### config.mk
export PLATFORM = sky130hd
export DESIGN_NAME = i2cs_top
export DESIGN_NICKNAME = d
export VERILOG_FILES = /design/src/hw/i2cs_pkg.sv /design/src/hw/i2cs_cond.sv /design/src/hw/i2cs_sync.sv /design/src/hw/i2cs_top.sv
export VERILOG_INCLUDE_DIRS = /design/src /design/src/hw
export SDC_FILE = /design/constraint.sdc
export NUM_CORES = 1
export LEC_CHECK = 0
export BUFFER_PORTS_ARGS = -buffer_cell sky130_fd_sc_hd__buf_2
export CAP_MARGIN = 30
export CORE_UTILIZATION = 50
export CTS_CLUSTER_SIZE = 25
export DETAILED_ROUTE_END_ITERATION = 10
export PLACE_DENSITY = 0.75
export SYNTH_ARGS = -nofsm -noshare
export SYNTH_HDL_FRONTEND = slang
export SYNTH_SLANG_ARGS = --single-unit
### constraint.sdc
create_clock -name core_clk -period 2.9 [get_ports core_clk]
set_input_delay 0.58 -clock core_clk [delete_from_list [all_inputs] [get_ports core_clk]]
set_output_delay 0.58 -clock core_clk [all_outputs]
set_load 0.02 [all_outputs]
### src/hw/i2cs_consts.svh
`ifndef I2CS_CONSTS_SVH
`define I2CS_CONSTS_SVH
// ----------------------------------------------------------------
// Register offsets, byte addresses on the APB.
// ----------------------------------------------------------------
`define I2CS_OFF_CTRL 8'h00
`define I2CS_OFF_STAT 8'h04
`define I2CS_OFF_DATA 8'h08
`define I2CS_OFF_ADDR 8'h0C
// ----------------------------------------------------------------
// Field positions and values.
// ----------------------------------------------------------------
`define I2CS_MODE_HI 7
`define I2CS_MODE_LO 5
`define I2CS_EN_BIT 1
`define I2CS_MODE_I2C 3'h6
`define I2CS_MODE_RST 3'h7
`define I2CS_CF 7
`define I2CS_MATCH 6
`define I2CS_BUSY 5
`define I2CS_HTX 4
`define I2CS_TRANSMIT_ACK_CONTROL 3
`define I2CS_RW 2
`define I2CS_WAKE 1
`define I2CS_RECEIVE_ACK_FLAG 0
`define I2CS_BITS 4'h8
`define I2CS_LAST_BIT 4'h7
`endif

### src/hw/i2cs_pkg.sv
package i2cs_pkg;
	typedef enum logic [6:0] {
		ST_IDLE = 7'h01,
		ST_ADDR = 7'h02,
		ST_AACK = 7'h04,
		ST_HOLD = 7'h08,
		ST_DATA = 7'h10,
		ST_DACK = 7'h20,
		ST_WSTOP = 7'h40
	} i2cs_state_e;
endpackage

### src/hw/i2cs_cond.sv
`timescale 1ns/100ps
module i2cs_cond (
	input wire logic core_clk,
	input wire logic nrst,
	input wire logic scl_s,
	input wire logic sda_s,
	output logic scl_rise,
	output logic scl_fall,
	output logic start_det,
	output logic stop_det
);
	logic scl_d_reg;
	logic sda_d_reg;

	always_ff @(posedge core_clk) begin
		if (!nrst) begin
			scl_d_reg <= 1'b1;
			sda_d_reg <= 1'b1;
		end else begin
			scl_d_reg <= scl_s;
			sda_d_reg <= sda_s;
		end
	end

	assign scl_rise = scl_s & ~scl_d_reg;
	assign scl_fall = ~scl_s & scl_d_reg;
	assign start_det = scl_s & scl_d_reg & sda_d_reg & ~sda_s;
	assign stop_det = scl_s & scl_d_reg & ~sda_d_reg & sda_s;
endmodule

### src/hw/i2cs_sync.sv
`timescale 1ns/100ps
module i2cs_sync #(
	parameter int WIDTH = 2
) (
	input wire logic core_clk,
	input wire logic nrst,
	input wire logic [WIDTH-1:0] async_in,
	output logic [WIDTH-1:0] sync_out
);
	logic [WIDTH-1:0] meta_reg;

	if (WIDTH < 1) begin : g_chk
		$error("i2cs_sync needs WIDTH of at least one");
	end

	// Idle bus lines are high, so both stages reset high.
	always_ff @(posedge core_clk) begin
		if (!nrst) begin
			meta_reg <= '1;
			sync_out <= '1;
		end else begin
			meta_reg <= async_in;
			sync_out <= meta_reg;
		end
	end
endmodule

### src/hw/i2cs_top.sv
// The address map and the APB register port were left to the implementer.
`timescale 1ns/100ps
`include "i2cs_consts.svh"
// Notes on behaviour
// - Own 7-bit address sits in address register bits 7 to 1.
// - Address register bit 0 is plain storage with no function.
// - Data falling while clock is high is a start; busy goes high.
// - First seven bits after start form the address, MSB first.
// - Address equal to own address sets match flag and interrupt.
// - Eighth bit after start is stored as the read/write flag.
// - On match the data line is pulled low on the ninth clock.
// - Clock is held low until software writes data when sending or reads it when receiving.
// - Data bytes are eight bits, MSB first, both directions.
// - Receiving, the transmit-ack bit drives the ninth clock.
// - Sending, master ack is stored; no ack releases and waits stop.
// - Received byte lands in data register; sent byte comes from it.
// - A received byte gets a low acknowledge only while the transmit-ack bit is clear.
// - Done flag low while a data byte moves, high plus interrupt at end.
// - A stop clears the busy flag.
// - Enable rising in two-wire mode resets flags, not control bits.
// - With wake enable set, an address match raises wake request.
module i2cs_top #(
	parameter int ADDR_W = 8
) (
	input wire logic core_clk,
	input wire logic nrst,
	input wire logic psel,
	input wire logic penable,
	input wire logic pwrite,
	input wire logic [ADDR_W-1:0] paddr,
	input wire logic [31:0] pwdata,
	output logic [31:0] prdata,
	output logic pready,
	output logic pslverr,
	input wire logic scl_i,
	output logic scl_o,
	output logic scl_oe,
	input wire logic sda_i,
	output logic sda_o,
	output logic sda_oe,
	output logic irq_req,
	output logic wake_req
);
	if (ADDR_W < 4) begin : g_chk
		$error("i2cs_top needs ADDR_W of at least four");
	end

	// ----------------------------------------------------------------
	// Pin synchronisation and bus conditions
	// ----------------------------------------------------------------
	logic scl_s;
	logic sda_s;
	logic scl_rise;
	logic scl_fall;
	logic start_det;
	logic stop_det;

	i2cs_sync #(.WIDTH(2)) u_sync (
		.core_clk(core_clk),
		.nrst(nrst),
		.async_in({scl_i, sda_i}),
		.sync_out({scl_s, sda_s})
	);

	i2cs_cond u_cond (
		.core_clk(core_clk),
		.nrst(nrst),
		.scl_s(scl_s),
		.sda_s(sda_s),
		.scl_rise(scl_rise),
		.scl_fall(scl_fall),
		.start_det(start_det),
		.stop_det(stop_det)
	);

	// ----------------------------------------------------------------
	// Register storage
	// ----------------------------------------------------------------
	logic [2:0] mode_reg;
	logic en_reg;
	logic en_d_reg;
	logic cf_reg;
	logic match_reg;
	logic busy_reg;
	logic htx_reg;
	logic transmit_ack_control_reg;
	logic rw_reg;
	logic wake_en_reg;
	logic receive_ack_flag_reg;
	logic [7:0] data_reg;
	logic [7:0] addr_reg;
	logic [7:0] shift_reg;
	logic [3:0] cnt_reg;
	logic [31:0] prdata_reg;
	logic sda_oe_reg;
	logic scl_oe_reg;
	logic irq_reg;
	logic wake_reg;
	i2cs_pkg::i2cs_state_e state_reg;

	// ----------------------------------------------------------------
	// APB decode
	// ----------------------------------------------------------------
	function automatic logic hit(input logic [ADDR_W-1:0] a, input logic [7:0] off);
		hit = (a == ADDR_W'(off));
	endfunction

	logic mapped;
	logic acc;
	logic wr_ctrl;
	logic wr_stat;
	logic wr_data;
	logic wr_addr;
	logic rd_data;
	logic [7:0] rd_val;

	assign mapped = hit(paddr, `I2CS_OFF_CTRL) | hit(paddr, `I2CS_OFF_STAT)
		| hit(paddr, `I2CS_OFF_DATA) | hit(paddr, `I2CS_OFF_ADDR);
	assign acc = psel & penable;
	assign wr_ctrl = acc & pwrite & hit(paddr, `I2CS_OFF_CTRL);
	assign wr_stat = acc & pwrite & hit(paddr, `I2CS_OFF_STAT);
	assign wr_data = acc & pwrite & hit(paddr, `I2CS_OFF_DATA);
	assign wr_addr = acc & pwrite & hit(paddr, `I2CS_OFF_ADDR);
	assign rd_data = acc & ~pwrite & hit(paddr, `I2CS_OFF_DATA);
	assign pready = 1'b1;
	assign pslverr = acc & ~mapped;
	assign prdata = prdata_reg;

	always_comb begin
		if (hit(paddr, `I2CS_OFF_CTRL)) begin
			rd_val = {mode_reg, 3'h0, en_reg, 1'b0};
		end else if (hit(paddr, `I2CS_OFF_STAT)) begin
			rd_val = {cf_reg, match_reg, busy_reg, htx_reg, transmit_ack_control_reg, rw_reg, wake_en_reg, receive_ack_flag_reg};
		end else if (hit(paddr, `I2CS_OFF_DATA)) begin
			rd_val = data_reg;
		end else if (hit(paddr, `I2CS_OFF_ADDR)) begin
			rd_val = addr_reg;
		end else begin
			rd_val = 8'h00;
		end
	end

	// Read data is captured in the setup cycle so it comes from a flop
	// and still allows a zero-wait access phase.
	always_ff @(posedge core_clk) begin
		if (!nrst) begin
			prdata_reg <= 32'h0;
		end else if (psel & ~penable & ~pwrite) begin
			prdata_reg <= {24'h0, rd_val};
		end
	end

	// ----------------------------------------------------------------
	// Bus event terms
	// ----------------------------------------------------------------
	logic active;
	logic en_rise;
	logic go;
	logic rise8;
	logic addr_hit;
	logic rx_rise8;
	logic tx_ack_rise;
	logic hold_rel;

	assign active = en_reg & (mode_reg == `I2CS_MODE_I2C);
	assign en_rise = en_reg & ~en_d_reg & (mode_reg == `I2CS_MODE_I2C);
	assign go = active & ~start_det & ~stop_det;
	assign rise8 = go & scl_rise & (cnt_reg == `I2CS_LAST_BIT);
	// bit 0 of the stored address is left out
	assign addr_hit = (shift_reg[6:0] == addr_reg[7:1]);
	assign rx_rise8 = rise8 & (state_reg == i2cs_pkg::ST_DATA) & ~htx_reg;
	assign tx_ack_rise = go & scl_rise & (state_reg == i2cs_pkg::ST_DACK) & htx_reg;
	// release on data write when sending, data read when receiving
	assign hold_rel = go & (state_reg == i2cs_pkg::ST_HOLD)
		& ((htx_reg & wr_data) | (~htx_reg & rd_data));

	// ----------------------------------------------------------------
	// Control and software registers
	// ----------------------------------------------------------------
	always_ff @(posedge core_clk) begin
		if (!nrst) begin
			mode_reg <= `I2CS_MODE_RST;
			en_reg <= 1'b0;
			en_d_reg <= 1'b0;
			htx_reg <= 1'b0;
			transmit_ack_control_reg <= 1'b0;
			wake_en_reg <= 1'b0;
		end else begin
			en_d_reg <= en_reg;
			if (wr_ctrl) begin
				mode_reg <= pwdata[`I2CS_MODE_HI:`I2CS_MODE_LO];
				en_reg <= pwdata[`I2CS_EN_BIT];
			end
			if (wr_stat) begin
				htx_reg <= pwdata[`I2CS_HTX];
				transmit_ack_control_reg <= pwdata[`I2CS_TRANSMIT_ACK_CONTROL];
				wake_en_reg <= pwdata[`I2CS_WAKE];
			end
		end
	end

	// own address held by software; bit 0 stored as written
	always_ff @(posedge core_clk) begin
		if (!nrst) begin
			addr_reg <= 8'h00;
		end else if (wr_addr) begin
			addr_reg <= pwdata[7:0];
		end
	end

	// received byte wins over a software write in the same cycle
	always_ff @(posedge core_clk) begin
		if (!nrst) begin
			data_reg <= 8'h00;
		end else if (rx_rise8) begin
			data_reg <= {shift_reg[6:0], sda_s};
		end else if (wr_data) begin
			data_reg <= pwdata[7:0];
		end
	end

	// ----------------------------------------------------------------
	// Status flags, set by the bus engine and defaulted on enable rising
	// ----------------------------------------------------------------
	always_ff @(posedge core_clk) begin
		if (!nrst) begin
			cf_reg <= 1'b1;
			match_reg <= 1'b0;
			busy_reg <= 1'b0;
			rw_reg <= 1'b0;
			receive_ack_flag_reg <= 1'b1;
		end else if (en_rise) begin
			// flags back to defaults, control bits kept
			cf_reg <= 1'b1;
			match_reg <= 1'b0;
			busy_reg <= 1'b0;
			rw_reg <= 1'b0;
			receive_ack_flag_reg <= 1'b1;
		end else if (active) begin
			if (start_det) begin
				busy_reg <= 1'b1;
				match_reg <= 1'b0;
				cf_reg <= 1'b0;
			end else if (stop_det) begin
				busy_reg <= 1'b0;
			end
			if (rise8 && state_reg == i2cs_pkg::ST_ADDR) begin
				match_reg <= addr_hit;
				rw_reg <= sda_s;
			end
			if (rx_rise8 | tx_ack_rise) begin
				cf_reg <= 1'b1;
			end else if (hold_rel) begin
				cf_reg <= 1'b0;
				match_reg <= 1'b0;
			end
			if (tx_ack_rise) begin
				receive_ack_flag_reg <= sda_s;
			end
		end
	end

	// ----------------------------------------------------------------
	// Transfer engine
	// ----------------------------------------------------------------
	always_ff @(posedge core_clk) begin
		if (!nrst) begin
			state_reg <= i2cs_pkg::ST_IDLE;
			cnt_reg <= 4'h0;
			shift_reg <= 8'h00;
		end else if (!active || stop_det) begin
			state_reg <= i2cs_pkg::ST_IDLE;
			cnt_reg <= 4'h0;
		end else if (start_det) begin
			state_reg <= i2cs_pkg::ST_ADDR;
			cnt_reg <= 4'h0;
		end else begin
			case (state_reg)
				i2cs_pkg::ST_ADDR: begin
					if (scl_rise) begin
						shift_reg <= {shift_reg[6:0], sda_s};
						cnt_reg <= cnt_reg + 4'h1;
					end else if (scl_fall && cnt_reg == `I2CS_BITS) begin
						state_reg <= match_reg ? i2cs_pkg::ST_AACK : i2cs_pkg::ST_WSTOP;
					end
				end
				i2cs_pkg::ST_AACK: begin
					if (scl_fall) begin
						state_reg <= i2cs_pkg::ST_HOLD;
					end
				end
				i2cs_pkg::ST_HOLD: begin
					if (hold_rel) begin
						state_reg <= i2cs_pkg::ST_DATA;
						cnt_reg <= 4'h0;
						if (htx_reg) begin
							shift_reg <= pwdata[7:0];
						end
					end
				end
				i2cs_pkg::ST_DATA: begin
					// eight bits, MSB first either way
					if (scl_rise) begin
						cnt_reg <= cnt_reg + 4'h1;
						if (!htx_reg) begin
							shift_reg <= {shift_reg[6:0], sda_s};
						end
					end else if (scl_fall && cnt_reg == `I2CS_BITS) begin
						state_reg <= i2cs_pkg::ST_DACK;
					end else if (scl_fall && htx_reg) begin
						shift_reg <= {shift_reg[6:0], 1'b0};
					end
				end
				i2cs_pkg::ST_DACK: begin
					if (scl_fall) begin
						// no acknowledge: let go and wait for stop
						state_reg <= (htx_reg && receive_ack_flag_reg) ? i2cs_pkg::ST_WSTOP
							: i2cs_pkg::ST_HOLD;
					end
				end
				default: begin
				end
			endcase
		end
	end

	// ----------------------------------------------------------------
	// Pin drive and event outputs
	// ----------------------------------------------------------------
	always_ff @(posedge core_clk) begin
		if (!nrst) begin
			sda_oe_reg <= 1'b0;
			scl_oe_reg <= 1'b0;
			irq_reg <= 1'b0;
			wake_reg <= 1'b0;
		end else begin
			// address ack; ack bit; transmit data bit
			sda_oe_reg <= active & ((state_reg == i2cs_pkg::ST_AACK)
				| (state_reg == i2cs_pkg::ST_DACK & ~htx_reg & ~transmit_ack_control_reg)
				| (state_reg == i2cs_pkg::ST_DATA & htx_reg & ~shift_reg[7]));
			// clock stretched while waiting for software
			scl_oe_reg <= active & (state_reg == i2cs_pkg::ST_HOLD) & ~hold_rel;
			// request on match; request on byte done
			irq_reg <= (rise8 & (state_reg == i2cs_pkg::ST_ADDR) & addr_hit)
				| rx_rise8 | tx_ack_rise;
			wake_reg <= rise8 & (state_reg == i2cs_pkg::ST_ADDR) & addr_hit & wake_en_reg;
		end
	end

	assign sda_oe = sda_oe_reg;
	assign scl_oe = scl_oe_reg;
	assign sda_o = 1'b0;
	assign scl_o = 1'b0;
	assign irq_req = irq_reg;
	assign wake_req = wake_reg;
endmodule

==> results.py <==
metrics = {
    "detailed_routing": {
        "drtAntennaViolNets": 0,
        "drt-initial-drc-count": 249,
        "dr.pass1.iters": 6,
        "wl_met2_mm": 3.773,
        "wl_per_cell_um": 14.66,
        "drt-vias-per-instance": 5.536,
        "via_count": 3028,
        "dr_wl_met3_um": 489,
        "drc": 0,
        "routed.top_layer": "met4",
        "routed_wl_mm": 8.019,
        "met1_length_mm": 3.646,
    },
    "setup_path": {
        "endpoint_kind": "primary output",
        "critPathLaunchType": "input pin",
        "critPathLaunch": "paddr[1]",
        "path_cells": "buf_2 -> or4_4 -> or2_2 -> and3_1 -> buf_2",
        "cpPeakStageDelay_ns": 0.55,
        "crit_arrival_ns": 1.93,
        "path_class": "input pin to primary output",
        "slowest_stage": "or4_4",
        "timing.critical_path.mode_cell": "buf_2",
        "cp.required_ns": 2.32,
        "cp_max_fo": 7,
        "regToRegStartpoint": "state_reg[0]$_SDFFE_PP1P_",
    },
    "logic_synthesis": {
        "synthTopCellsByCount": "dfxtp_1, nand2_1, nor2_1, buf_4, mux2i_1",
        "ys.flop_type": "dfxtp_1",
        "synth_area_leaders": "dfxtp_1, mux2i_1, buf_4, nand2_1, nor2_1",
        "ys_warn_count": 0,
        "ys_types": 55,
        "synthesis.area_mm2": 0.003523,
        "synth-seq-cells": 66,
        "synth_top_area_cell": "dfxtp_1",
        "yosysMostFrequentCell": "dfxtp_1",
        "synth_top_area_share_pct": 37.50,
        "synth_edf_count": 0,
        "async_flop_share_pct": 0,
        "yosysSeqAreaShare_pct": 37.50,
        "synthCells": 412,
        "syn-mean-instance-area_um2": 8.552,
    },
    "global_route": {
        "grt_pass1_vias": 2701,
        "grt_max_degree": 36,
        "overflow": 0,
        "antenna_found_initial": 0,
        "grt_use_total_pct": 22.60,
        "grt_pass1_wl_mm": 12.94,
    },
    "final_layout": {
        "diodes": 0,
        "synthToLayoutAreaGrowth_pct": 10.72,
        "drive_above_1_share_pct": 17.96,
        "fin_cells": 547,
        "finalInstanceArea_mm2": 0.003901,
        "nNetsFinal": 497,
    },
    "cts": {
        "clk_pin_slew_ns": 0.07,
        "cts_htree_levels": 3,
        "cts_tree": "built",
        "cts_setup_buffers": 0,
        "post_cts_resized": 0,
        "clkLatencyLatePin_ns": 0.35,
        "cts.sinks": 66,
        "cts.path.max_buffers": 2,
        "holdBufCountCts": 0,
        "cts_buffers": 9,
        "clockRootBuffer": "clkbuf_8",
    },
    "timing": {
        "slew_viol_final": 0,
        "fin_crit_sh_pct": 86.70,
        "finalSetupTns_ns": 0,
        "rsz0062_at_grt": "false",
        "clock.fmax_mhz": 397.7,
        "setup_ws_ns": 0.3857,
        "hold_slack_ns": 0.4098,
        "worst_slew_pin_slew_ns": 0.6230,
        "finalSetupViolCount": 0,
        "finalHoldViolCount": 0,
        "relSlewSlack_pct": 58.47,
        "timing.final.crit_period_ns": 2.514,
        "skew_ns": 0.003998,
    },
    "pwr": {
        "power_density_mw_per_mm2": 444.3,
        "leakagePower_uw": 0.001626,
        "ir_drop_mv": 0.2900,
    },
    "placement": {
        "place_area_mm2": 0.003727,
        "portBuffers": 35,
        "dp_cells": 533,
        "gp_congestion": 0.8593,
        "dp_hpwl_mm": 5.815,
        "post-place-ws_ns": 0.1440,
    },
    "floorplan": {
        "start_util_pct": 51.86,
        "core_area_mm2": 0.006794,
        "die_area_mm2": 0.007387,
        "die_y_um": 85.95,
        "io_pins": 87,
        "rows": 30,
        "die_x_um": 85.95,
    },
    "run_status": {
        "status": "complete, no violations",
    },
    "worst_hold_path": {
        "hold_path_class": "input pin to flip-flop",
        "hp-start": "sda_i",
    },
    "run": {
        "drv_cap": 0,
    },
}
==> critical path, delay by kind of cell <==
| kind | cells | cell delay [ns] |
|---|---|---|
| and+or+nand+nor | 3 | 1.11 |
| buffers and inverters | 2 | 0.24 |
==> routing by layer <==
layer	GRT usage, %	vias to the layer above
met2	35.50	121
met3	5.197	12
met4	8.636	0
li1	-	1471
met1	30.17	1424
met5	0	-
==> through the flow <==
step                power, uW  util (%)
floorplan                1030         -
global placement         1035     54.86
detailed placement       1036     54.86
CTS                      1746     57.42
global route             1793     57.42
finish                   1733     57.42
==> cells in the final DEF, fill, tap and decap left out, types with 3 or more instances in the layout <==
cell	Yosys	routed
a21oi_1	18	18
a22oi_1	9	9
a311oi_1	6	6
a311oi_2	3	3
a31oi_1	3	3
and2_1	10	10
and3_1	5	5
buf_2	2	35
buf_4	27	11
clkbuf_8	0	9
conb_1	2	27
dfxtp_1	66	66
inv_1	6	6
mux2_2	7	7
mux2i_1	22	22
nand2_1	50	50
nand2b_1	11	11
nand3_1	10	10
nand4_1	5	5
nand4b_1	4	4
nor2_1	29	29
nor2b_1	12	12
nor3_1	9	9
o211a_1	6	6
o21ai_0	19	19
or2_2	3	3
or3_1	4	4
xnor2_1	8	8
xor2_1	3	3
==> final cells by class <==
type	count	area, um^2
Fill cell	618	2893
Multi-Input combinational cell	318	1986
Sequential cell	66	1321
Timing Repair Buffer	47	277.8
Clock buffer	11	131.4
Tap cell	96	120.1
Clock inverter	3	42.54
Inverter	6	22.52
==> where the power goes <==
part,internal [uW],switching (uW),total (uW)
clock network,386,330,716
logic,28.0,74.8,103
registers,910,4.36,914
==> cells by family (layout without fill, tap and decap cells) <==
group / Yosys count / count (layout) / synth area share (%)
other: 2 / 27 / 0.2131
AOI/OAI and AO/OA: 83 / 83 / 16.90
buffers and inverters: 53 / 67 / 8.807
adders and majority gates: 2 / 2 / 0.7101
DFF: 66 / 66 / 37.50
and+or+nand+nor: 166 / 166 / 24.64
muxes: 29 / 29 / 8.487
xor gates and xnor gates: 11 / 11 / 2.735
==> path summary, 6_finish.rpt <==
check                                                     end  slack (ns)  cells after the start
worst max-delay path                                  pslverr        0.39                      5
worst min-delay path            u_sync.meta_reg[0]$_SDFF_PN1_        0.41                      2
worst max register to register      shift_reg[2]$_SDFFE_PN0P_        0.49                      7
worst min register to register  u_sync.sync_out[1]$_SDFF_PN1_        0.42                      1
Power figures use the tool's default switching activity.
